### src/vrc_params.svh
// constants for the video dram controller
`ifndef VRC_PARAMS_SVH
`define VRC_PARAMS_SVH
`define VRC_CLK_MHZ 50
`define VRC_ROWS 256
`define VRC_REFRESH_MS 4
`define VRC_REFRESH_CYC ((`VRC_REFRESH_MS * 1000 * `VRC_CLK_MHZ) / `VRC_ROWS)
`define VRC_POWERUP_US 200
`define VRC_POWERUP_CYC (`VRC_POWERUP_US * `VRC_CLK_MHZ)
`define VRC_INIT_CYCLES 8
`define VRC_STROBE_CYC 4
`define VRC_SRD_CYC 4
// half period outlasts the four-cycle input synchroniser latency
`define VRC_SC_HALF 5
`define VRC_REG_CTRL 8'h00
`define VRC_REG_ADDR 8'h04
`define VRC_REG_WDATA 8'h08
`define VRC_REG_STATUS 8'h0C
`define VRC_REG_RDATA 8'h10
`define VRC_REG_SER 8'h14
`define VRC_CMD_NONE 3'h0
`define VRC_CMD_READ 3'h1
`define VRC_CMD_WRITE 3'h2
`define VRC_CMD_RDXFER 3'h3
`define VRC_CMD_WRXFER 3'h4
`define VRC_CMD_PSXFER 3'h5
`define VRC_CMD_SERIAL 3'h6
`define VRC_CMD_HIDDEN 3'h7
`endif

### src/vrc_pkg.sv
// types for the video dram controller
package vrc_pkg;
  typedef enum logic [3:0] {
    VRC_ST_POWERUP = 4'h0,
    VRC_ST_INIT = 4'h1,
    VRC_ST_IDLE = 4'h2,
    VRC_ST_ROW = 4'h3,
    VRC_ST_COL = 4'h4,
    VRC_ST_HOLD = 4'h5,
    VRC_ST_PRE = 4'h6,
    VRC_ST_CBR = 4'h7,
    VRC_ST_SRD = 4'h8
  } vrc_state_t;
  typedef logic [2:0] vrc_cmd_t;
endpackage : vrc_pkg

### src/vrc_sync.sv
// three-stage synchroniser for pin inputs
module vrc_sync (
  input wire logic sys_clk,
  input wire logic arst_n,
  input wire logic clk_en,
  input wire logic [7:0] d,
  output logic [7:0] q
);
  logic [7:0] s1_reg;
  logic [7:0] s2_reg;
  logic [7:0] s3_reg;
  genvar i;
  always_ff @(posedge sys_clk or negedge arst_n) begin
    if (!arst_n) begin
      s1_reg <= 8'h00;
      s2_reg <= 8'h00;
      s3_reg <= 8'h00;
    end else if (clk_en) begin
      s1_reg <= d;
      s2_reg <= s1_reg;
      s3_reg <= s2_reg;
    end
  end
  // a bit counts once stages two and three agree
  generate
    for (i = 0; i < 8; i++) begin : g_bit
      always_ff @(posedge sys_clk or negedge arst_n) begin
        if (!arst_n) begin
          q[i] <= 1'b0;
        end else if (clk_en && s2_reg[i] == s3_reg[i]) begin
          q[i] <= s3_reg[i];
        end
      end
    end
  endgenerate
endmodule : vrc_sync

### src/vrc_apb.sv
// apb slave register file of the controller
`include "vrc_params.svh"
module vrc_apb (
  input wire logic sys_clk,
  input wire logic arst_n,
  input wire logic clk_en,
  input wire logic psel,
  input wire logic penable,
  input wire logic pwrite,
  input wire logic [7:0] paddr,
  input wire logic [31:0] pwdata,
  output logic [31:0] prdata,
  output logic pready,
  output logic pslverr,
  input wire logic [31:0] status,
  input wire logic [7:0] rdata,
  output logic [2:0] cmd,
  output logic cmd_valid,
  output logic [15:0] addr,
  output logic [7:0] wdata,
  output logic [7:0] wmask,
  output logic mask_en,
  output logic [7:0] ser_count
);
  logic acc;
  logic known;
  assign acc = psel && penable && clk_en;
  assign pready = 1'b1;
  assign known = (paddr <= `VRC_REG_SER) && (paddr[1:0] == 2'b00);
  assign pslverr = psel && penable && !known;
  always_ff @(posedge sys_clk or negedge arst_n) begin
    if (!arst_n) begin
      cmd <= `VRC_CMD_NONE;
      cmd_valid <= 1'b0;
      addr <= 16'h0000;
      wdata <= 8'h00;
      wmask <= 8'hFF;
      mask_en <= 1'b0;
      ser_count <= 8'h00;
    end else if (clk_en) begin
      cmd_valid <= acc && pwrite && paddr == `VRC_REG_CTRL;
      if (acc && pwrite) begin
        case (paddr)
          `VRC_REG_CTRL: cmd <= pwdata[2:0];
          `VRC_REG_ADDR: addr <= pwdata[15:0];
          `VRC_REG_WDATA: begin
            wdata <= pwdata[7:0];
            wmask <= pwdata[15:8];
            mask_en <= pwdata[16];
          end
          `VRC_REG_SER: ser_count <= pwdata[7:0];
          default: ;
        endcase
      end
    end
  end
  always_comb begin
    case (paddr)
      `VRC_REG_CTRL: prdata = {29'h0, cmd};
      `VRC_REG_ADDR: prdata = {16'h0, addr};
      `VRC_REG_WDATA: prdata = {15'h0, mask_en, wmask, wdata};
      `VRC_REG_STATUS: prdata = status;
      `VRC_REG_RDATA: prdata = {24'h0, rdata};
      `VRC_REG_SER: prdata = {24'h0, ser_count};
      default: prdata = 32'h0;
    endcase
  end
endmodule : vrc_apb

### src/vrc_ctrl.sv
// host controller driving a dual-port video dram
// Summary of operation
// - refresh all 256 rows within every 4 ms
// - row-only refresh: row strobe falls with column strobe high, all rows (the controller refreshes by column-first cycles instead)
// - hidden refresh: hold column strobe low, cycle row strobe
// - read transfer: column high, enable low, mask/write high at row fall
// - write transfer: column high, enable, mask/write, serial enable low
// - back-to-back write transfers: hold serial clock until restart delay
// - pseudo write transfer: like write transfer with serial enable high
// - pseudo write transfer precedes a write transfer after a read transfer
// - hold serial clock during pseudo write until restart delay passes
// - wait 200 us after power-up, then 8 init cycles
// - init cycles are column-first refresh cycles
//
// Our own choices: the APB register port and the register addresses.
`include "vrc_params.svh"
module vrc_ctrl #(
  parameter int POWERUP_CYC = `VRC_POWERUP_CYC,
  parameter int REFRESH_CYC = `VRC_REFRESH_CYC
) (
  input wire logic sys_clk,
  input wire logic arst_n,
  input wire logic clk_en,
  input wire logic psel,
  input wire logic penable,
  input wire logic pwrite,
  input wire logic [7:0] paddr,
  input wire logic [31:0] pwdata,
  output logic [31:0] prdata,
  output logic pready,
  output logic pslverr,
  output logic row_strobe_n,
  output logic col_strobe_n,
  output logic [7:0] ram_addr,
  output logic transfer_output_enable_n,
  output logic mask_write_enable_n,
  input wire logic [7:0] ram_data_mask_pins_in,
  output logic [7:0] ram_data_mask_pins_out,
  output logic [7:0] ram_data_mask_pins_oe,
  output logic serial_clock,
  output logic serial_enable_n,
  input wire logic [7:0] serial_data_pins_in,
  output logic [7:0] serial_data_pins_out,
  output logic [7:0] serial_data_pins_oe
);
  import vrc_pkg::*;

  vrc_state_t state_reg;
  vrc_cmd_t op_reg;
  logic [2:0] cmd;
  logic cmd_valid;
  logic [15:0] addr;
  logic [7:0] wdata;
  logic [7:0] wmask;
  logic mask_en;
  logic [7:0] ser_count;
  logic [7:0] dq_sync;
  logic [7:0] sdq_sync;
  logic [7:0] rdata_reg;
  logic [7:0] ser_data_reg;
  logic [15:0] wait_reg;
  logic [3:0] init_reg;
  logic [31:0] refresh_timer_reg;
  logic refresh_due_reg;
  logic [7:0] refresh_row_reg;
  logic serial_out_mode_reg;
  logic last_rdxfer_reg;
  logic transferred_reg;
  logic [8:0] ser_left_reg;
  logic [2:0] sc_div_reg;
  logic busy;
  logic ser_start;
  logic [31:0] status;
  logic refresh_done;

  function automatic logic is_xfer(input logic [2:0] c);
    is_xfer = (c == `VRC_CMD_RDXFER) || (c == `VRC_CMD_WRXFER) ||
      (c == `VRC_CMD_PSXFER);
  endfunction : is_xfer

  vrc_apb u_apb (
    .sys_clk(sys_clk),
    .arst_n(arst_n),
    .clk_en(clk_en),
    .psel(psel),
    .penable(penable),
    .pwrite(pwrite),
    .paddr(paddr),
    .pwdata(pwdata),
    .prdata(prdata),
    .pready(pready),
    .pslverr(pslverr),
    .status(status),
    .rdata(rdata_reg),
    .cmd(cmd),
    .cmd_valid(cmd_valid),
    .addr(addr),
    .wdata(wdata),
    .wmask(wmask),
    .mask_en(mask_en),
    .ser_count(ser_count)
  );

  vrc_sync u_dq_sync (
    .sys_clk(sys_clk),
    .arst_n(arst_n),
    .clk_en(clk_en),
    .d(ram_data_mask_pins_in),
    .q(dq_sync)
  );

  vrc_sync u_sdq_sync (
    .sys_clk(sys_clk),
    .arst_n(arst_n),
    .clk_en(clk_en),
    .d(serial_data_pins_in),
    .q(sdq_sync)
  );

  assign busy = (state_reg != VRC_ST_IDLE) || (ser_left_reg != 9'h000);
  assign ser_start = (state_reg == VRC_ST_IDLE) && cmd_valid && (cmd == `VRC_CMD_SERIAL) &&
    transferred_reg && (ser_left_reg == 9'h000);
  assign status = {8'h00, ser_data_reg, 4'h0, serial_out_mode_reg, transferred_reg,
    refresh_due_reg, state_reg == VRC_ST_IDLE, 4'h0, busy, op_reg};
  assign refresh_done = (state_reg == VRC_ST_CBR) && (wait_reg == 16'h0000);

  // refresh interval timer, one row per slot keeps 256 rows inside 4 ms
  always_ff @(posedge sys_clk or negedge arst_n) begin
    if (!arst_n) begin
      refresh_timer_reg <= 32'h0;
      refresh_due_reg <= 1'b0;
    end else if (clk_en) begin
      if (refresh_timer_reg >= 32'(REFRESH_CYC - 1)) begin
        refresh_timer_reg <= 32'h0;
        refresh_due_reg <= 1'b1;
      end else begin
        refresh_timer_reg <= refresh_timer_reg + 32'h1;
        if (refresh_done) begin
          refresh_due_reg <= 1'b0;
        end
      end
    end
  end

  // main strobe sequencer
  always_ff @(posedge sys_clk or negedge arst_n) begin
    if (!arst_n) begin
      state_reg <= VRC_ST_POWERUP;
      op_reg <= `VRC_CMD_NONE;
      wait_reg <= 16'h0000;
      init_reg <= 4'h0;
      row_strobe_n <= 1'b1;
      col_strobe_n <= 1'b1;
      ram_addr <= 8'h00;
      transfer_output_enable_n <= 1'b1;
      mask_write_enable_n <= 1'b1;
      serial_enable_n <= 1'b1;
      ram_data_mask_pins_out <= 8'h00;
      ram_data_mask_pins_oe <= 8'h00;
      rdata_reg <= 8'h00;
      refresh_row_reg <= 8'h00;
      serial_out_mode_reg <= 1'b0;
      last_rdxfer_reg <= 1'b0;
      transferred_reg <= 1'b0;
    end else if (clk_en) begin
      case (state_reg)
        VRC_ST_POWERUP: begin
          if (wait_reg >= 16'(POWERUP_CYC - 1)) begin
            wait_reg <= 16'h0000;
            state_reg <= VRC_ST_INIT;
          end else begin
            wait_reg <= wait_reg + 16'h0001;
          end
        end
        VRC_ST_INIT: begin
          if (init_reg == 4'(`VRC_INIT_CYCLES)) begin
            state_reg <= VRC_ST_IDLE;
          end else begin
            init_reg <= init_reg + 4'h1;
            col_strobe_n <= 1'b0;
            wait_reg <= 16'(`VRC_STROBE_CYC);
            state_reg <= VRC_ST_CBR;
          end
        end
        VRC_ST_IDLE: begin
          // serial enable gates the serial outputs; this idle update holds it low only while the port is clocked
          serial_enable_n <= !(ser_start || ser_left_reg != 9'h000);
          // a command pulse lasts one cycle, so it goes ahead of a due refresh
          if (cmd_valid && cmd != `VRC_CMD_NONE && ser_left_reg == 9'h000 &&
              !(cmd == `VRC_CMD_SERIAL && !transferred_reg)) begin
            op_reg <= (cmd == `VRC_CMD_WRXFER && last_rdxfer_reg) ?
              `VRC_CMD_PSXFER : cmd;
            if (cmd == `VRC_CMD_SERIAL) begin
              op_reg <= `VRC_CMD_NONE;
            end else begin
              ram_addr <= addr[15:8];
              transfer_output_enable_n <= !is_xfer(cmd);
              mask_write_enable_n <= !(cmd == `VRC_CMD_WRXFER ||
                cmd == `VRC_CMD_PSXFER || (cmd == `VRC_CMD_WRITE && mask_en));
              serial_enable_n <= cmd == `VRC_CMD_PSXFER ||
                (cmd == `VRC_CMD_WRXFER && last_rdxfer_reg);
              ram_data_mask_pins_out <= wmask;
              ram_data_mask_pins_oe <= (cmd == `VRC_CMD_WRITE && mask_en) ? 8'hFF : 8'h00;
              wait_reg <= 16'(`VRC_STROBE_CYC);
              state_reg <= VRC_ST_ROW;
            end
          end else if (refresh_due_reg) begin
            // column low first selects the device's own refresh counter
            col_strobe_n <= 1'b0;
            wait_reg <= 16'(`VRC_STROBE_CYC);
            state_reg <= VRC_ST_CBR;
          end
        end
        VRC_ST_ROW: begin
          // row strobe falls with column high: row-only or transfer decode
          row_strobe_n <= 1'b0;
          if (wait_reg == 16'h0000) begin
            ram_addr <= addr[7:0];
            ram_data_mask_pins_oe <= 8'h00;
            if (op_reg == `VRC_CMD_WRITE) begin
              ram_data_mask_pins_out <= wdata;
              ram_data_mask_pins_oe <= 8'hFF;
              mask_write_enable_n <= 1'b0;
            end else if (op_reg == `VRC_CMD_READ || op_reg == `VRC_CMD_HIDDEN) begin
              mask_write_enable_n <= 1'b1;
              transfer_output_enable_n <= 1'b0;
            end
            wait_reg <= 16'(`VRC_STROBE_CYC);
            state_reg <= VRC_ST_COL;
          end else begin
            wait_reg <= wait_reg - 16'h0001;
          end
        end
        VRC_ST_COL: begin
          col_strobe_n <= 1'b0;
          if (wait_reg == 16'h0000) begin
            if (is_xfer(op_reg)) begin
              transfer_output_enable_n <= 1'b1;
              serial_out_mode_reg <= op_reg == `VRC_CMD_RDXFER;
              // a pseudo write chained ahead of a write transfer keeps the chain marked
              last_rdxfer_reg <= op_reg == `VRC_CMD_RDXFER ||
                (op_reg == `VRC_CMD_PSXFER && cmd == `VRC_CMD_WRXFER);
              transferred_reg <= 1'b1;
            end
            wait_reg <= 16'(`VRC_STROBE_CYC);
            state_reg <= VRC_ST_HOLD;
          end else begin
            wait_reg <= wait_reg - 16'h0001;
          end
        end
        VRC_ST_HOLD: begin
          // synchronised read data settles only four cycles after the column fall
          if (op_reg == `VRC_CMD_READ || op_reg == `VRC_CMD_HIDDEN) begin
            rdata_reg <= dq_sync;
          end
          row_strobe_n <= 1'b1;
          // hidden refresh keeps column and output enable low so the data stays
          col_strobe_n <= op_reg != `VRC_CMD_HIDDEN;
          transfer_output_enable_n <= op_reg != `VRC_CMD_HIDDEN;
          mask_write_enable_n <= 1'b1;
          serial_enable_n <= 1'b1;
          ram_data_mask_pins_oe <= 8'h00;
          wait_reg <= 16'(`VRC_SRD_CYC);
          // the chosen pseudo write is followed by the real write transfer
          if (op_reg == `VRC_CMD_PSXFER && cmd == `VRC_CMD_WRXFER) begin
            op_reg <= `VRC_CMD_WRXFER;
            state_reg <= VRC_ST_SRD;
          end else begin
            state_reg <= is_xfer(op_reg) ? VRC_ST_SRD : VRC_ST_PRE;
          end
        end
        VRC_ST_SRD: begin
          if (wait_reg == 16'h0000) begin
            if (op_reg == `VRC_CMD_WRXFER && last_rdxfer_reg) begin
              ram_addr <= addr[15:8];
              transfer_output_enable_n <= 1'b0;
              mask_write_enable_n <= 1'b0;
              serial_enable_n <= 1'b0;
              wait_reg <= 16'(`VRC_STROBE_CYC);
              state_reg <= VRC_ST_ROW;
            end else begin
              state_reg <= VRC_ST_IDLE;
            end
          end else begin
            wait_reg <= wait_reg - 16'h0001;
          end
        end
        VRC_ST_CBR: begin
          if (wait_reg == 16'h0000) begin
            if (!row_strobe_n) begin
              row_strobe_n <= 1'b1;
              col_strobe_n <= 1'b1;
              refresh_row_reg <= refresh_row_reg + 8'h01;
              state_reg <= VRC_ST_PRE;
              wait_reg <= 16'(`VRC_STROBE_CYC);
            end else begin
              row_strobe_n <= 1'b0;
              wait_reg <= 16'(`VRC_STROBE_CYC);
            end
          end else begin
            wait_reg <= wait_reg - 16'h0001;
          end
        end
        VRC_ST_PRE: begin
          if (wait_reg == 16'h0000) begin
            if (op_reg == `VRC_CMD_HIDDEN && row_strobe_n && !col_strobe_n) begin
              row_strobe_n <= 1'b0;
              wait_reg <= 16'(`VRC_STROBE_CYC);
            end else begin
              col_strobe_n <= 1'b1;
              row_strobe_n <= 1'b1;
              transfer_output_enable_n <= 1'b1;
              op_reg <= `VRC_CMD_NONE;
              state_reg <= (init_reg != 4'(`VRC_INIT_CYCLES)) ? VRC_ST_INIT : VRC_ST_IDLE;
            end
          end else begin
            wait_reg <= wait_reg - 16'h0001;
          end
        end
        default: state_reg <= VRC_ST_IDLE;
      endcase
    end
  end

  // serial port clocking, stopped while strobes run a transfer
  always_ff @(posedge sys_clk or negedge arst_n) begin
    if (!arst_n) begin
      ser_left_reg <= 9'h000;
      sc_div_reg <= 3'h0;
      serial_clock <= 1'b0;
      ser_data_reg <= 8'h00;
      serial_data_pins_out <= 8'h00;
      serial_data_pins_oe <= 8'h00;
    end else if (clk_en) begin
      if (ser_start) begin
        ser_left_reg <= {1'b0, ser_count} + 9'h001;
        serial_data_pins_out <= wdata;
        serial_data_pins_oe <= serial_out_mode_reg ? 8'h00 : 8'hFF;
      end else if (ser_left_reg != 9'h000) begin
        // a refresh only pauses the clock at its level, so no edge is added
        if (state_reg == VRC_ST_IDLE) begin
          if (sc_div_reg == 3'(`VRC_SC_HALF - 1)) begin
            sc_div_reg <= 3'h0;
            serial_clock <= !serial_clock;
            if (serial_clock) begin
              ser_left_reg <= ser_left_reg - 9'h001;
              if (serial_out_mode_reg) begin
                ser_data_reg <= sdq_sync;
              end
            end
          end else begin
            sc_div_reg <= sc_div_reg + 3'h1;
          end
        end
      end else begin
        serial_clock <= 1'b0;
        serial_data_pins_oe <= 8'h00;
      end
    end
  end

  a_cbr_col_first: assert property (@(posedge sys_clk) disable iff (!arst_n)
    (state_reg == VRC_ST_CBR && $fell(row_strobe_n)) |-> !col_strobe_n)
    else $error("refresh row strobe fell without column low");
  a_xfer_col_high: assert property (@(posedge sys_clk) disable iff (!arst_n)
    ($fell(row_strobe_n) && is_xfer(op_reg)) |->
    (col_strobe_n && !transfer_output_enable_n))
    else $error("transfer decoded with column strobe low");
  a_sc_still_xfer: assert property (@(posedge sys_clk) disable iff (!arst_n)
    (state_reg == VRC_ST_SRD) |-> !serial_clock)
    else $error("serial clock moved during restart delay");
  a_pseudo_se: assert property (@(posedge sys_clk) disable iff (!arst_n)
    ($fell(row_strobe_n) && op_reg == `VRC_CMD_PSXFER) |-> serial_enable_n)
    else $error("pseudo write without serial enable high");
  a_write_se: assert property (@(posedge sys_clk) disable iff (!arst_n)
    ($fell(row_strobe_n) && op_reg == `VRC_CMD_WRXFER) |->
    (!serial_enable_n && !mask_write_enable_n))
    else $error("write transfer pin levels wrong");
  a_init_count: assert property (@(posedge sys_clk) disable iff (!arst_n)
    (state_reg == VRC_ST_IDLE) |-> init_reg == 4'(`VRC_INIT_CYCLES))
    else $error("idle before init cycles done");
  a_no_serial_early: assert property (@(posedge sys_clk) disable iff (!arst_n)
    (ser_left_reg != 9'h000) |-> transferred_reg)
    else $error("serial access before any transfer");
  a_refresh_due: assert property (@(posedge sys_clk) disable iff (!arst_n)
    $rose(refresh_due_reg) |-> ##[1:200] (state_reg == VRC_ST_CBR))
    else $error("refresh not started in time");
endmodule : vrc_ctrl

### config.mk
export PLATFORM = sky130hd
export DESIGN_NAME = vrc_ctrl
export DESIGN_NICKNAME = d
export VERILOG_FILES = /design/src/vrc_pkg.sv /design/src/vrc_sync.sv /design/src/vrc_apb.sv /design/src/vrc_ctrl.sv
export VERILOG_INCLUDE_DIRS = /design/src
export SDC_FILE = /design/constraint.sdc
export NUM_CORES = 1
export LEC_CHECK = 0
export ABC_AREA = 1
export BUFFER_PORTS_ARGS = -buffer_cell sky130_fd_sc_hd__buf_2
export CAP_MARGIN = 20
export CORE_MARGIN = 5
export CORE_UTILIZATION = 53
export DETAILED_ROUTE_END_ITERATION = 8
export PLACE_DENSITY_LB_ADDON = 0.15
export SYNTH_ARGS = -nofsm -noshare
export SYNTH_HDL_FRONTEND = slang
export SYNTH_SLANG_ARGS = --single-unit
### constraint.sdc
create_clock -name sys_clk -period 1.82 [get_ports sys_clk]
set_clock_uncertainty 0.15 [all_clocks]
set_input_delay 0.273 -clock sys_clk [delete_from_list [all_inputs] [get_ports sys_clk]]
set_output_delay 0.273 -clock sys_clk [all_outputs]
set_load 0.1 [all_outputs]
==> summary.txt, run 1 <==
Outcome
  • Status: finished with violations
  • Failing checks: setup timing

Logic synthesis
  • Ys flop type: dfrtp_1
  • Number of synthesized flops with an enable pin: 0
  • Avg Inst Size Synth: 7.90 µm²
  • Synth top area cells: dfrtp_1 (45%), nand2_1 (13%), o21ai_0 (7.2%), inv_1 (5.5%), nor2_1 (5.2%)
  • Yosys top cell area share: 45.3%
  • Most frequent cell after synthesis: nand2_1
  • Yosys warns: 0
  • Post-Syn Area: 12100 µm²
  • Async set or reset register ratio after synthesis: 100%
  • Post-synthesis sequential area ratio: 48.2%
  • Most frequent cells after synthesis: nand2_1 (409), dfrtp_1 (219), inv_1 (176), o21ai_0 (174), nor2_1 (167)
  • Synthesis-stage register bit count: 232
  • Synth Instances: 1530
  • Synth area leader: dfrtp_1
  • Synth unique cells: 49

Detailed routing
  • Vias: 11.8k
  • Initial DRC count: 865
  • Post-DR vias/cell: 5.30
  • WL final: 37200 µm
  • # DRC: 0
  • DR WL/cell: 16.8 µm
  • Post-route ant nets: 0
  • Pre-Repair DR Iteration Count: 5

Cells and area
  • N_diodes: 0
  • FILL cells: 1471
  • Total Nets Final: 1986
  • Max FFs per register: 32
  • Finished Cell Area: 17900 µm²
  • Layout cell share with drive strength beyond 1: 34.6%
  • Synth-to-layout area growth: 47.9%
  • Register area: 5840 µm²
  • Multi-input gate area: 6150 µm²

Clocking
  • H-tree lvl count: 1
  • Worst-case clock buffer depth: 3
  • Total CTS buffers: 26
  • Root Driver: clkbuf_16
  • Sink Count: 232
  • Clock Latency Late Sink: 550 ps
  • CTS tree: done
  • Clk slew on worst S/H paths: 60 ps

Critical path
  • Worst-path cell chain: inv_2, ha_1, inv_1, nor2_1, nand2_1, nor2_4, inv_4, o21ai_4, o2111ai_4, buf_12
  • CP required: 1400 ps
  • Critical Path AT: 2120 ps
  • Setup crit start kind: register
  • CP peak stage delay: 410 ps
  • CP Class: reg2out
  • Critical path launch point: ser_left_reg[0]
  • CP top delay family: flip-flops
  • Worst flop-to-flop path startpoint: ser_left_reg[0]
  • Slowest-stage cell, CP: dfrtp_1
  • Worst path bufs/invs: 4
  • Critical path capture point type: output port
  • Critical path peak fanout: 2

Floorplan
  • Die Y: 161 µm
  • # rows: 55
  • Die width: 161 µm
  • IO Pins: 142
  • Core area: 22600 µm²
  • Initial Util: 53.6%
  • Die outline area: 25900 µm²

Flow run
  • Max-cap violations: 0

Placed design
  • Area after DPL: 15100 µm²
  • Post-DP HPWL: 25400 µm
  • I/O Buffers: 117
  • Gpl congestion: 0.962
  • Setup WS pre-CTS: -345 ps

Min path
  • Worst min-delay path category: in2async

Power
  • Leakage: 8.73 nW
  • PwrDens: 752 nW/µm²
  • Peak supply drop: 0.897 mV

Timing
  • RSZ-0062 raised after global routing: yes
  • FMAX: 0.393 GHz
  • Final Max Slew Viols: 0
  • Hold Violations, Final: 0
  • Final worst path period need: 2540 ps
  • Final period util: 140%
  • Final setup violating endpoints: 102
  • Final worst slack: -724 ps

Global route
  • First-pass GRT wire length: 59100 µm
  • Vias in the first global route: 11.7k
  • Tot GR Track Use: 27.6%
  • Remaining Overflow, GRT: 0
  • Largest net degree at the start of global routing: 59
  • Initial antenna violation count: 2
-- cells by family (layout without fill, tap and decap cells) --
family	after synthesis	after routing	share of synthesized area, %
flops	232	232	48.2
buf+inv	258	653	9.24
xor+xnor	34	34	2.46
fa+ha+maj	11	11	1.14
simple gates	729	730	26.7
mux	2	2	0.176
other cells	2	9	0.0621
compound gates	262	262	12.0
-- area by class of cell --
class / count / share of cell area (%)
inverter: 188 / 4.17
clock buffer: 38 / 4.28
tap: 285 / 1.99
sequential: 232 / 32.7
timing repair buffer: 417 / 21.6
multi-input combinational: 1048 / 34.4
clock inverter: 10 / 0.889
-- final timing paths --
| kind | end | slack, ps | cells after the start |
|---|---|---|---|
| max | prdata[3] | -720 | 10 |
| min | ram_data_mask_pins_oe[6] | 30 | 2 |
| max reg2reg | ram_addr[5] | -400 | 14 |
| min reg2reg | transfer_output_enable_n | 310 | 2 |
| max in group asynchronous | u_apb.wmask[0] | 850 | 3 |
| min in group sys_clk | u_apb.cmd_valid | 80 | 3 |
-- routing by layer --
| metal | track usage (%) | routed length (µm) |
|---|---|---|
| met3 | 3.73 | 1900 |
| met5 | 0 | 21 |
| met1 | 34.4 | 14600 |
| met4 | 8.88 | 1720 |
| met2 | 49.9 | 19000 |
-- power by group --
| part | internal (W) | leakage, nW | switching, W | total [W] |
|---|---|---|---|---|
| registers | 0.00548 | 2.99 | 0.000220 | 0.00570 |
| logic | 0.000948 | 5.28 | 0.00121 | 0.00216 |
| clock network | 0.00336 | 0.447 | 0.00221 | 0.00557 |
-- cells in the final DEF (no fill, tap or decap), types with 29 or more instances in the layout --
cell,count
xor2_1,29
clkbuf_16,29
nand3_1,57
o21ai_0,135
buf_4,233
nand2_2,35
buf_6,33
nand2_1,358
dlygate4sd3_1,34
nor2_1,136
nor2_4,35
buf_2,59
inv_1,158
buf_12,47
o21ai_1,41
dfrtp_1,210
-- worst register-to-register path, cell delays in order (launching register included) --
cell	delay [ps]
dfrtp_1	410
inv_2	70
ha_1	140
inv_1	40
nor2_1	70
nand2_1	90
nor2_4	130
buf_4	150
buf_6	110
nand3_4	120
nand2_8	140
nand3_4	140
nor2_4	240
nand2_2	90
nand2_2	80
-- repair_timing --
item / in CTS / in global routing
gates resized for setup: 166 / 131
gates cloned: 3 / 2
hold endpoints to repair: 283 / 0
buffers inserted: 43 / 25
pin swaps: 49 / 38
hold buffers: 34 / 0
endpoints found under the setup margin: 138 / 127
-- stage by stage --
stage               hold slack [ps]  total power [W]  TNS [ps]  cells  utilization (%)
floorplan                      -173          0.00685     -4930   1537                -
global placement               8.62          0.00759    -21730   2072             67.0
detailed placement             10.3          0.00766    -25050   2072             67.0
CTS                            31.8           0.0134    -19550   2198             76.6
global route                   49.0           0.0140    -31410   2218             79.2
finish                         34.9           0.0134    -22110   2218             79.2
No activity file was read; power rests on OpenSTA's default activity.
==> run 2: changes to the inputs <==
Settings changed: ABC_AREA 1 to not set, CORE_UTILIZATION 53 to 60, REMOVE_ABC_BUFFERS set to 1.
Clock period 1.82 ns to 3.3 ns, I/O delays scaled along.
==> summary.txt, run 2 <==
Outcome
  • Status: complete, no violations (was finished with violations)

Global route
  • Tot GR Track Use: 26.8% (was 27.6%)
  • Met3 Use GR: 5.26% (was 3.73%)
  • Busiest grt layer: met2 (unchanged)
  • Met2 track demand over resource: 42.5% (was 49.9%)
  • Remaining Overflow, GRT: 0 (unchanged)
  • Initial antenna violation count: 3 (was 2)
  • Vias in the first global route: 9607 (was 11.7k)
  • Largest net degree at the start of global routing: 90 (was 59)
  • Met1 Usage GRT: 37.9% (was 34.4%)
  • First-pass GRT wire length: 49500 µm (was 59100 µm)

Critical path
  • CP peak stage delay: 610 ps (was 410 ps)
  • Worst-path cell chain: nor4b_2, buf_4, mux2_2, a22oi_1, nor2_1, buf_12 (was inv_2, ha_1, inv_1, nor2_1, nand2_1, nor2_4, inv_4, o21ai_4, o2111ai_4, buf_12)
  • CP required: 2650 ps (was 1400 ps)
  • CP Class: reg2out (unchanged)
  • Critical path peak fanout: 15 (was 2)
  • Slowest-stage cell, CP: dfrtp_1 (unchanged)
  • Critical Path AT: 2430 ps (was 2120 ps)
  • Critical path capture point type: output port (unchanged)
  • Setup crit start kind: register (unchanged)

Detailed routing
  • Post-DR vias/cell: 6.12 (was 5.30)
  • Pre-Repair DR Iteration Count: 8 (was 5)
  • WL final: 30500 µm (was 37200 µm)
  • Vias: 9635 (was 11.8k)
  • DR WL/cell: 19.4 µm (was 16.8 µm)
  • Post-route ant nets: 0 (unchanged)
  • Initial DRC count: 659 (was 865)
  • # DRC: 0 (unchanged)

Logic synthesis
  • Synth Instances: 1185 (was 1530)
  • Post-Syn Area: 12000 µm² (was 12100 µm²)
  • Synthesis-stage register bit count: 232 (unchanged)
  • Ys flop type: dfrtp_1 (unchanged)
  • Async set or reset register ratio after synthesis: 100% (unchanged)
  • Post-synthesis sequential area ratio: 48.4% (was 48.2%)
  • Synth unique cells: 79 (was 49)
  • Number of synthesized flops with an enable pin: 0 (unchanged)
  • Most frequent cell after synthesis: dfrtp_1 (was nand2_1)
  • Synth area leader: dfrtp_1 (unchanged)
  • Most frequent cells after synthesis: dfrtp_1 (219), mux2_2 (117), nand2_1 (115), o21ai_0 (101), nor2_1 (83) (was nand2_1 (409), dfrtp_1 (219), inv_1 (176), o21ai_0 (174), nor2_1 (167))
  • Synth top area cells: dfrtp_1 (46%), mux2_2 (11%), o21ai_0 (4.2%), nand2_1 (3.6%), dfstp_2 (2.8%) (was dfrtp_1 (45%), nand2_1 (13%), o21ai_0 (7.2%), inv_1 (5.5%), nor2_1 (5.2%))
  • Yosys warns: 0 (unchanged)
  • Avg Inst Size Synth: 10.2 µm² (was 7.90 µm²)
  • Yosys top cell area share: 45.6% (was 45.3%)

Placed design
  • Gpl congestion: 0.943 (was 0.962)
  • I/O Buffers: 117 (unchanged)
  • Post-DP HPWL: 21200 µm (was 25400 µm)
  • Placed Instances: 1527 (was 2072)
  • Area after DPL: 13200 µm² (was 15100 µm²)

Cells and area
  • Final std cells w/o fill: 1575 (was 2218)
  • Synth-to-layout area growth: 16.7% (was 47.9%)
  • Most frequent cells in the layout: dfrtp_1 (219), mux2_2 (117), nand2_1 (115), o21ai_0 (101), buf_2 (92) (was nand2_1 (358), buf_4 (233), dfrtp_1 (210), inv_1 (158), nor2_1 (136))
  • Finished Cell Area: 14000 µm² (was 17900 µm²)
  • Layout cell share with drive strength beyond 1: 27.3% (was 34.6%)
  • Max FFs per register: 32 (unchanged)
  • Total Nets Final: 1363 (was 1986)
  • Layout Utilization: 71.6% (was 79.2%)
  • Commonest non-fill, non-tap cell in the layout: dfrtp_1 (was nand2_1)

Floorplan
  • Initial Util: 61.4% (was 53.6%)
  • IO Pins: 142 (unchanged)
  • # rows: 51 (was 55)
  • Core area: 19600 µm² (was 22600 µm²)
  • Die width: 152 µm (was 161 µm)
  • Die outline area: 23000 µm² (was 25900 µm²)
  • Die Y: 152 µm (was 161 µm)

Clocking
  • Sink Count: 232 (unchanged)
  • Postcts setup bufs: 0 (was 43)
  • Root Driver: clkbuf_16 (unchanged)
  • Clock Latency Late Sink: 530 ps (was 550 ps)
  • Worst-case clock buffer depth: 3 (unchanged)
  • CTS tree: done (unchanged)
  • H-tree lvl count: 1 (unchanged)
  • Clk slew on worst S/H paths: 60 ps (about the same)
  • Total CTS buffers: 25 (was 26)

Timing
  • Final worst path period need: 3070 ps
  • Final setup violating endpoints: 0 (was 102)
  • Final Max Slew Viols: 0 (unchanged)
  • Final period util: 93.1%
  • Worst slew pin tran: 734 ps
  • Hold Violations, Final: 0 (unchanged)
  • FMAX: 0.325 GHz
  • Hold Slack: 42.6 ps (was 34.9 ps)
  • RSZ-0062 raised after global routing: no (was yes)
  • Max-slew headroom: 51.0%

Power
  • PwrDens: 480 nW/µm² (was 752 nW/µm²)
  • Peak supply drop: 0.439 mV (was 0.897 mV)
  • Leakage: 6.54 nW (was 8.73 nW)
  • Power Total: 0.00674 W (was 0.0134 W)

Min path
  • Worst min-delay path category: in2reg (was in2async)

Flow run
  • Max-cap violations: 0 (unchanged)
[run 2: cell types whose count changed after synthesis, moves of 21 or more]
cell and delta:
a21oi_1 +50, a22oi_1 +23, inv_1 -139, mux2_2 +116
nand2_1 -294, nand3_1 -35, nor2_1 -84, o21ai_0 -73
o21ai_1 -22, xor2_1 -21
[run 2: cell type report]
cell class                 count  area, µm²
antenna                        1       2.50
sequential                   232       5820
clock inverter                 7       87.6
timing repair buffer         158       1300
fill                        1460       5550
tap                          265        332
inverter                      37        139
clock buffer                  39        708
multi-input combinational    836       5640
[run 2: per-stage QoR]
step | setup TNS (ps) | worst slack, ps
floorplan | -52450 | -2710
global placement | 0 | 276
detailed placement | 0 | 279
CTS | 0 | 194
global route | 0 | 43.5
finish | 0 | 226
[run 2: worst paths after layout]
path / startpoint / to / slack (ps) / depth (start not counted)
max in group asynchronous: arst_n / u_apb.wmask[6] / 1810 / 3
min: serial_data_pins_in[3] / u_sdq_sync.s1_reg[3] / 40 / 2
max: state_reg[1] / prdata[8] / 230 / 6
min in group asynchronous: arst_n / wait_reg[12] / 400 / 2
max reg2reg: wait_reg[11] / ram_data_mask_pins_out[4] / 440 / 6
min reg2reg: serial_enable_n / serial_enable_n / 330 / 2
[run 2: critical path: cells and delay by family, from the launching register on]
family	cells	cell delay [ps]
DFF	1	610
and+or+nand+nor	2	570
buffers and inverters	2	470
muxes	1	180
AOI/OAI and AO/OA	1	60
[run 2: timing repair]
action / CTS / global route
hold endpoints to repair: 80 / 0
gates resized for setup: 0 / 0
hold buffers: 1 / 0
[run 2: cell families after synthesis]
logic type | after synthesis | synth area share [%]
AND/OR/NAND/NOR | 370 | 15.6
AO/OA/AOI/OAI | 283 | 14.5
flip-flops | 232 | 48.4
multiplexers | 144 | 13.9
buffers and inverters | 124 | 5.03
XOR/XNOR | 19 | 1.38
adder cells (fa/ha/maj) | 11 | 1.14
other | 2 | 0.0624
[run 2: power breakdown]
group / total [W] / switching (W) / internal [W]
registers: 0.00333 / 0.000244 / 0.00308
clock network: 0.00272 / 0.00115 / 0.00157
logic: 0.000696 / 0.000415 / 0.000281
[run 2: per-layer routing]
layer / share of wire [%] / vias to the layer above / wire length [µm]
li1: - / 4466 / -
met2: 47 / 325 / 14300
met3: 6.9 / 62 / 2120
met4: 2.5 / 4 / 766
met1: 44 / 4778 / 13400
met5: 0.069 / - / 21
==> run 3: changes to the inputs <==
Settings changed: ABC_AREA set to 1, SYNTH_HIERARCHICAL set to 1.
==> summary.txt, run 3 <==
Clocking
  • Clk slew on worst S/H paths: 60 ps (about the same)
  • Sink Count: 232 (unchanged)
  • Worst-case clock buffer depth: 3 (unchanged)
  • Total CTS buffers: 25 (unchanged)
  • H-tree lvl count: 1 (unchanged)
  • Hold_buf cts: 1 (unchanged)
  • Post-CTS Resized: 0 (unchanged)
  • Root Driver: clkbuf_16 (unchanged)
  • Postcts setup bufs: 0 (unchanged)
  • CTS tree: done (unchanged)
  • Clock Latency Late Sink: 530 ps (about the same)

Power
  • Power Total: 0.00999 W (was 0.00674 W)
  • Sequential share of power: 37.0% (was 49.4%)
  • PwrDens: 695 nW/µm² (was 480 nW/µm²)
  • P_int: 0.00581 W (was 0.00493 W)
  • Leakage: 7.73 nW (was 6.54 nW)
  • Clock power frac: 26.7% (was 40.3%)
  • Peak supply drop: 0.482 mV (was 0.439 mV)
  • Sw Share: 41.9% (was 26.9%)
  • Switching power: 0.00418 W (was 0.00181 W)
  • Comb pwr share: 36.3% (was 10.3%)

Critical path
  • CP Class: reg2out (unchanged)
  • Worst-path cell chain: inv_1, ha_1, inv_1, nor2_1, nand2_1, nor2_4, nand2_1, nand3_1, nand2_1, nor2_1, nand2_1, buf_2 (was nor4b_2, buf_4, mux2_2, a22oi_1, nor2_1, buf_12)
  • CP required: 2650 ps (about the same)
  • CP top delay family: simple AND/OR/NAND/NOR gates (was flip-flops)
  • Worst flop-to-flop path startpoint: state_reg[3] (was wait_reg[11])
  • Setup crit start kind: register (unchanged)
  • Slowest-stage cell, CP: dfrtp_1 (unchanged)
  • Cell mode on critical path: nand2_1
  • Reg-to-Reg End: wait_reg[13] (was ram_data_mask_pins_out[4])
  • Critical path capture point type: output port (unchanged)
  • Worst path bufs/invs: 3 (was 2)
  • Flop2flop setup slack: 830 ps (was 440 ps)
  • Critical Path AT: 2380 ps (was 2430 ps)
  • Critical path peak fanout: 7 (was 15)
  • R2R depth: 9 (was 6)
  • CP peak stage delay: 360 ps (was 610 ps)

Floorplan
  • Core area: 21000 µm² (was 19600 µm²)
  • Initial Util: 61.0% (was 61.4%)
  • # rows: 53 (was 51)
  • Die Y: 156 µm (was 152 µm)
  • Die width: 156 µm (was 152 µm)
  • Die outline area: 24400 µm² (was 23000 µm²)
  • IO Pins: 142 (unchanged)

Cells and area
  • Max FFs per register: 32 (unchanged)
  • Most frequent cells in the layout: nand2_1 (487), inv_1 (234), dfrtp_1 (219), nor2_1 (177), nand3_1 (108) (was dfrtp_1 (219), mux2_2 (117), nand2_1 (115), o21ai_0 (101), buf_2 (92))
  • Total Nets Final: 1877 (was 1363)
  • Final std cells w/o fill: 2097 (was 1575)
  • Commonest non-fill, non-tap cell in the layout: nand2_1 (was dfrtp_1)
  • Layout cell share with drive strength beyond 1: 15.6% (was 27.3%)
  • Synth-to-layout area growth: 12.0% (was 16.7%)
  • N_diodes: 0 (was 1)

Global route
  • Initial antenna violation count: 0 (was 3)
  • First-pass GRT wire length: 49400 µm (was 49500 µm)
  • Remaining Overflow, GRT: 0 (unchanged)
  • Tot GR Track Use: 24.2% (was 26.8%)
  • Largest net degree at the start of global routing: 73 (was 90)
  • Vias in the first global route: 10.2k (was 9607)

Min path
  • Hold Path Origin: serial_data_pins_in[7] (was serial_data_pins_in[3])
  • Worst min-delay path category: in2reg (unchanged)
  • WHS Endpoint: u_sdq_sync/s1_reg[7] (was u_sdq_sync.s1_reg[3])
  • WHS Path Cells: 3 (was 2)

Detailed routing
  • WL final: 29500 µm (was 30500 µm)
  • Initial DRC count: 796 (was 659)
  • Pre-Repair DR Iteration Count: 8 (unchanged)
  • Post-route ant nets: 0 (unchanged)
  • Vias: 10.9k (was 9635)
  • Post-DR vias/cell: 5.18 (was 6.12)
  • # DRC: 0 (unchanged)
  • DR WL/cell: 14.1 µm (was 19.4 µm)

Logic synthesis
  • Synthesis-stage register bit count: 232 (unchanged)
  • Most frequent cell after synthesis: nand2_1 (was dfrtp_1)
  • Yosys warns: 6 (was 0)
  • Avg Inst Size Synth: 7.58 µm² (was 10.2 µm²)
  • Synth top area cells: dfrtp_1 (43%), nand2_1 (14%), inv_1 (6.8%), nor2_1 (5.2%), nand3_1 (4.2%) (was dfrtp_1 (46%), mux2_2 (11%), o21ai_0 (4.2%), nand2_1 (3.6%), dfstp_2 (2.8%))
  • Synth area leader: dfrtp_1 (unchanged)
  • Async set or reset register ratio after synthesis: 100% (unchanged)
  • Number of synthesized flops with an enable pin: 0 (unchanged)
  • Ys flop type: dfrtp_1 (unchanged)
  • Most frequent cells after synthesis: nand2_1 (487), inv_1 (234), dfrtp_1 (219), nor2_1 (177), nand3_1 (108) (was dfrtp_1 (219), mux2_2 (117), nand2_1 (115), o21ai_0 (101), nor2_1 (83))
  • Synth unique cells: 46 (was 79)
  • Post-Syn Area: 12800 µm² (was 12000 µm²)
  • Post-synthesis sequential area ratio: 45.4% (was 48.4%)
  • Synth Instances: 1694 (was 1185)
  • Yosys top cell area share: 42.7% (was 45.6%)

Timing
  • FMAX: 0.330 GHz (was 0.325 GHz)
  • Worst slew pin tran: 1740 ps (was 734 ps)
  • RSZ-0062 raised after global routing: no (unchanged)
  • Final period util: 91.8% (was 93.1%)
  • Final worst path period need: 3030 ps (was 3070 ps)
  • Final Max Slew Viols: 8 (was 0)
  • Final setup violating endpoints: 0 (unchanged)
  • Max-slew headroom: -16.6% (was 51.0%)
  • Hold Violations, Final: 0 (unchanged)

Placed design
  • I/O Buffers: 117 (unchanged)
  • Post-DP HPWL: 21100 µm (was 21200 µm)
  • Gpl congestion: 0.931 (was 0.943)
  • Placed Instances: 2050 (was 1527)

Flow run
  • Max-cap violations: 0 (unchanged)

Outcome
  • Status: finished with violations (was complete, no violations)
  • Failing checks: slew limit
[run 3: metal layers]
| layer | share of wire (%) | routed length [µm] | global-route usage (%) | vias to the layer above |
|---|---|---|---|---|
| li1 | - | - | - | 5459 |
| met1 | 44 | 13100 | 34.0 | 5025 |
| met2 | 47 | 13900 | 40.1 | 313 |
| met3 | 5.6 | 1640 | 2.82 | 62 |
| met4 | 2.9 | 848 | 6.94 | 0 |
| met5 | 0 | 0 | 0 | - |
[run 3: worst max-delay path by stage]
stage                             end              startpoint  cells past startpoint
2_1_floorplan  serial_data_pins_oe[0]  serial_data_pins_oe[6]                      0
3_3_place_gp               prdata[21]                paddr[6]                      8
3_5_place_dp               prdata[21]                paddr[6]                      8
4_1_cts                     prdata[3]         ser_left_reg[0]                     12
5_1_grt                     prdata[3]         ser_left_reg[0]                     12
6_report                    prdata[3]         ser_left_reg[0]                     12
[run 3: area by class of cell]
| class | instances | area [µm²] |
|---|---|---|
| clock buffers | 38 | 694 |
| clock inverters | 8 | 78.8 |
| fillers | 1775 | 6650 |
| inverters | 258 | 970 |
| multi-input cells | 1154 | 5590 |
| flip-flops and latches | 232 | 5820 |
| well taps | 275 | 344 |
| repair buffers | 132 | 873 |
[run 3: cell families after synthesis]
kind of cell | synth area share, %
fa+ha+maj | 1.17
other cells | 0.0585
xor+xnor | 1.98
flops | 45.4
compound gates | 9.27
simple gates | 29.1
mux | 1.49
buf+inv | 11.5
[run 3: stage by stage]
| step | TNS [ps] | hold WS, ps | util [%] | instance area (µm²) | setup slack [ps] |
|---|---|---|---|---|---|
| detailed placement | 0 | 313 | 64.6 | 13600 | 603 |
| global route | 0 | 26.8 | 68.4 | 14400 | 117 |
| floorplan | -45400 | 49.4 | - | 12400 | -2410 |
| CTS | 0 | 21.1 | 68.4 | 14400 | 262 |
| global placement | 0 | 308 | 64.6 | 13600 | 637 |
| finish | 0 | 34.6 | 68.4 | 14400 | 272 |
[run 3: tightest hold or removal path: stages]
cell and delay, ps:
buf_2 70, nand2_1 40, o21ai_0 50
[run 3: power by group through the flow]
| stage | combinational (W) | sequential (W) | clock, W |
|---|---|---|---|
| finish | 0.00363 | 0.00370 | 0.00267 |
| global route | 0.00404 | 0.00376 | 0.00283 |
| CTS | 0.00364 | 0.00369 | 0.00270 |
| detailed placement | 0.00362 | 0.00373 | 0 |
| global placement | 0.00355 | 0.00372 | 0 |
| floorplan | 0.00213 | 0.00451 | 0 |
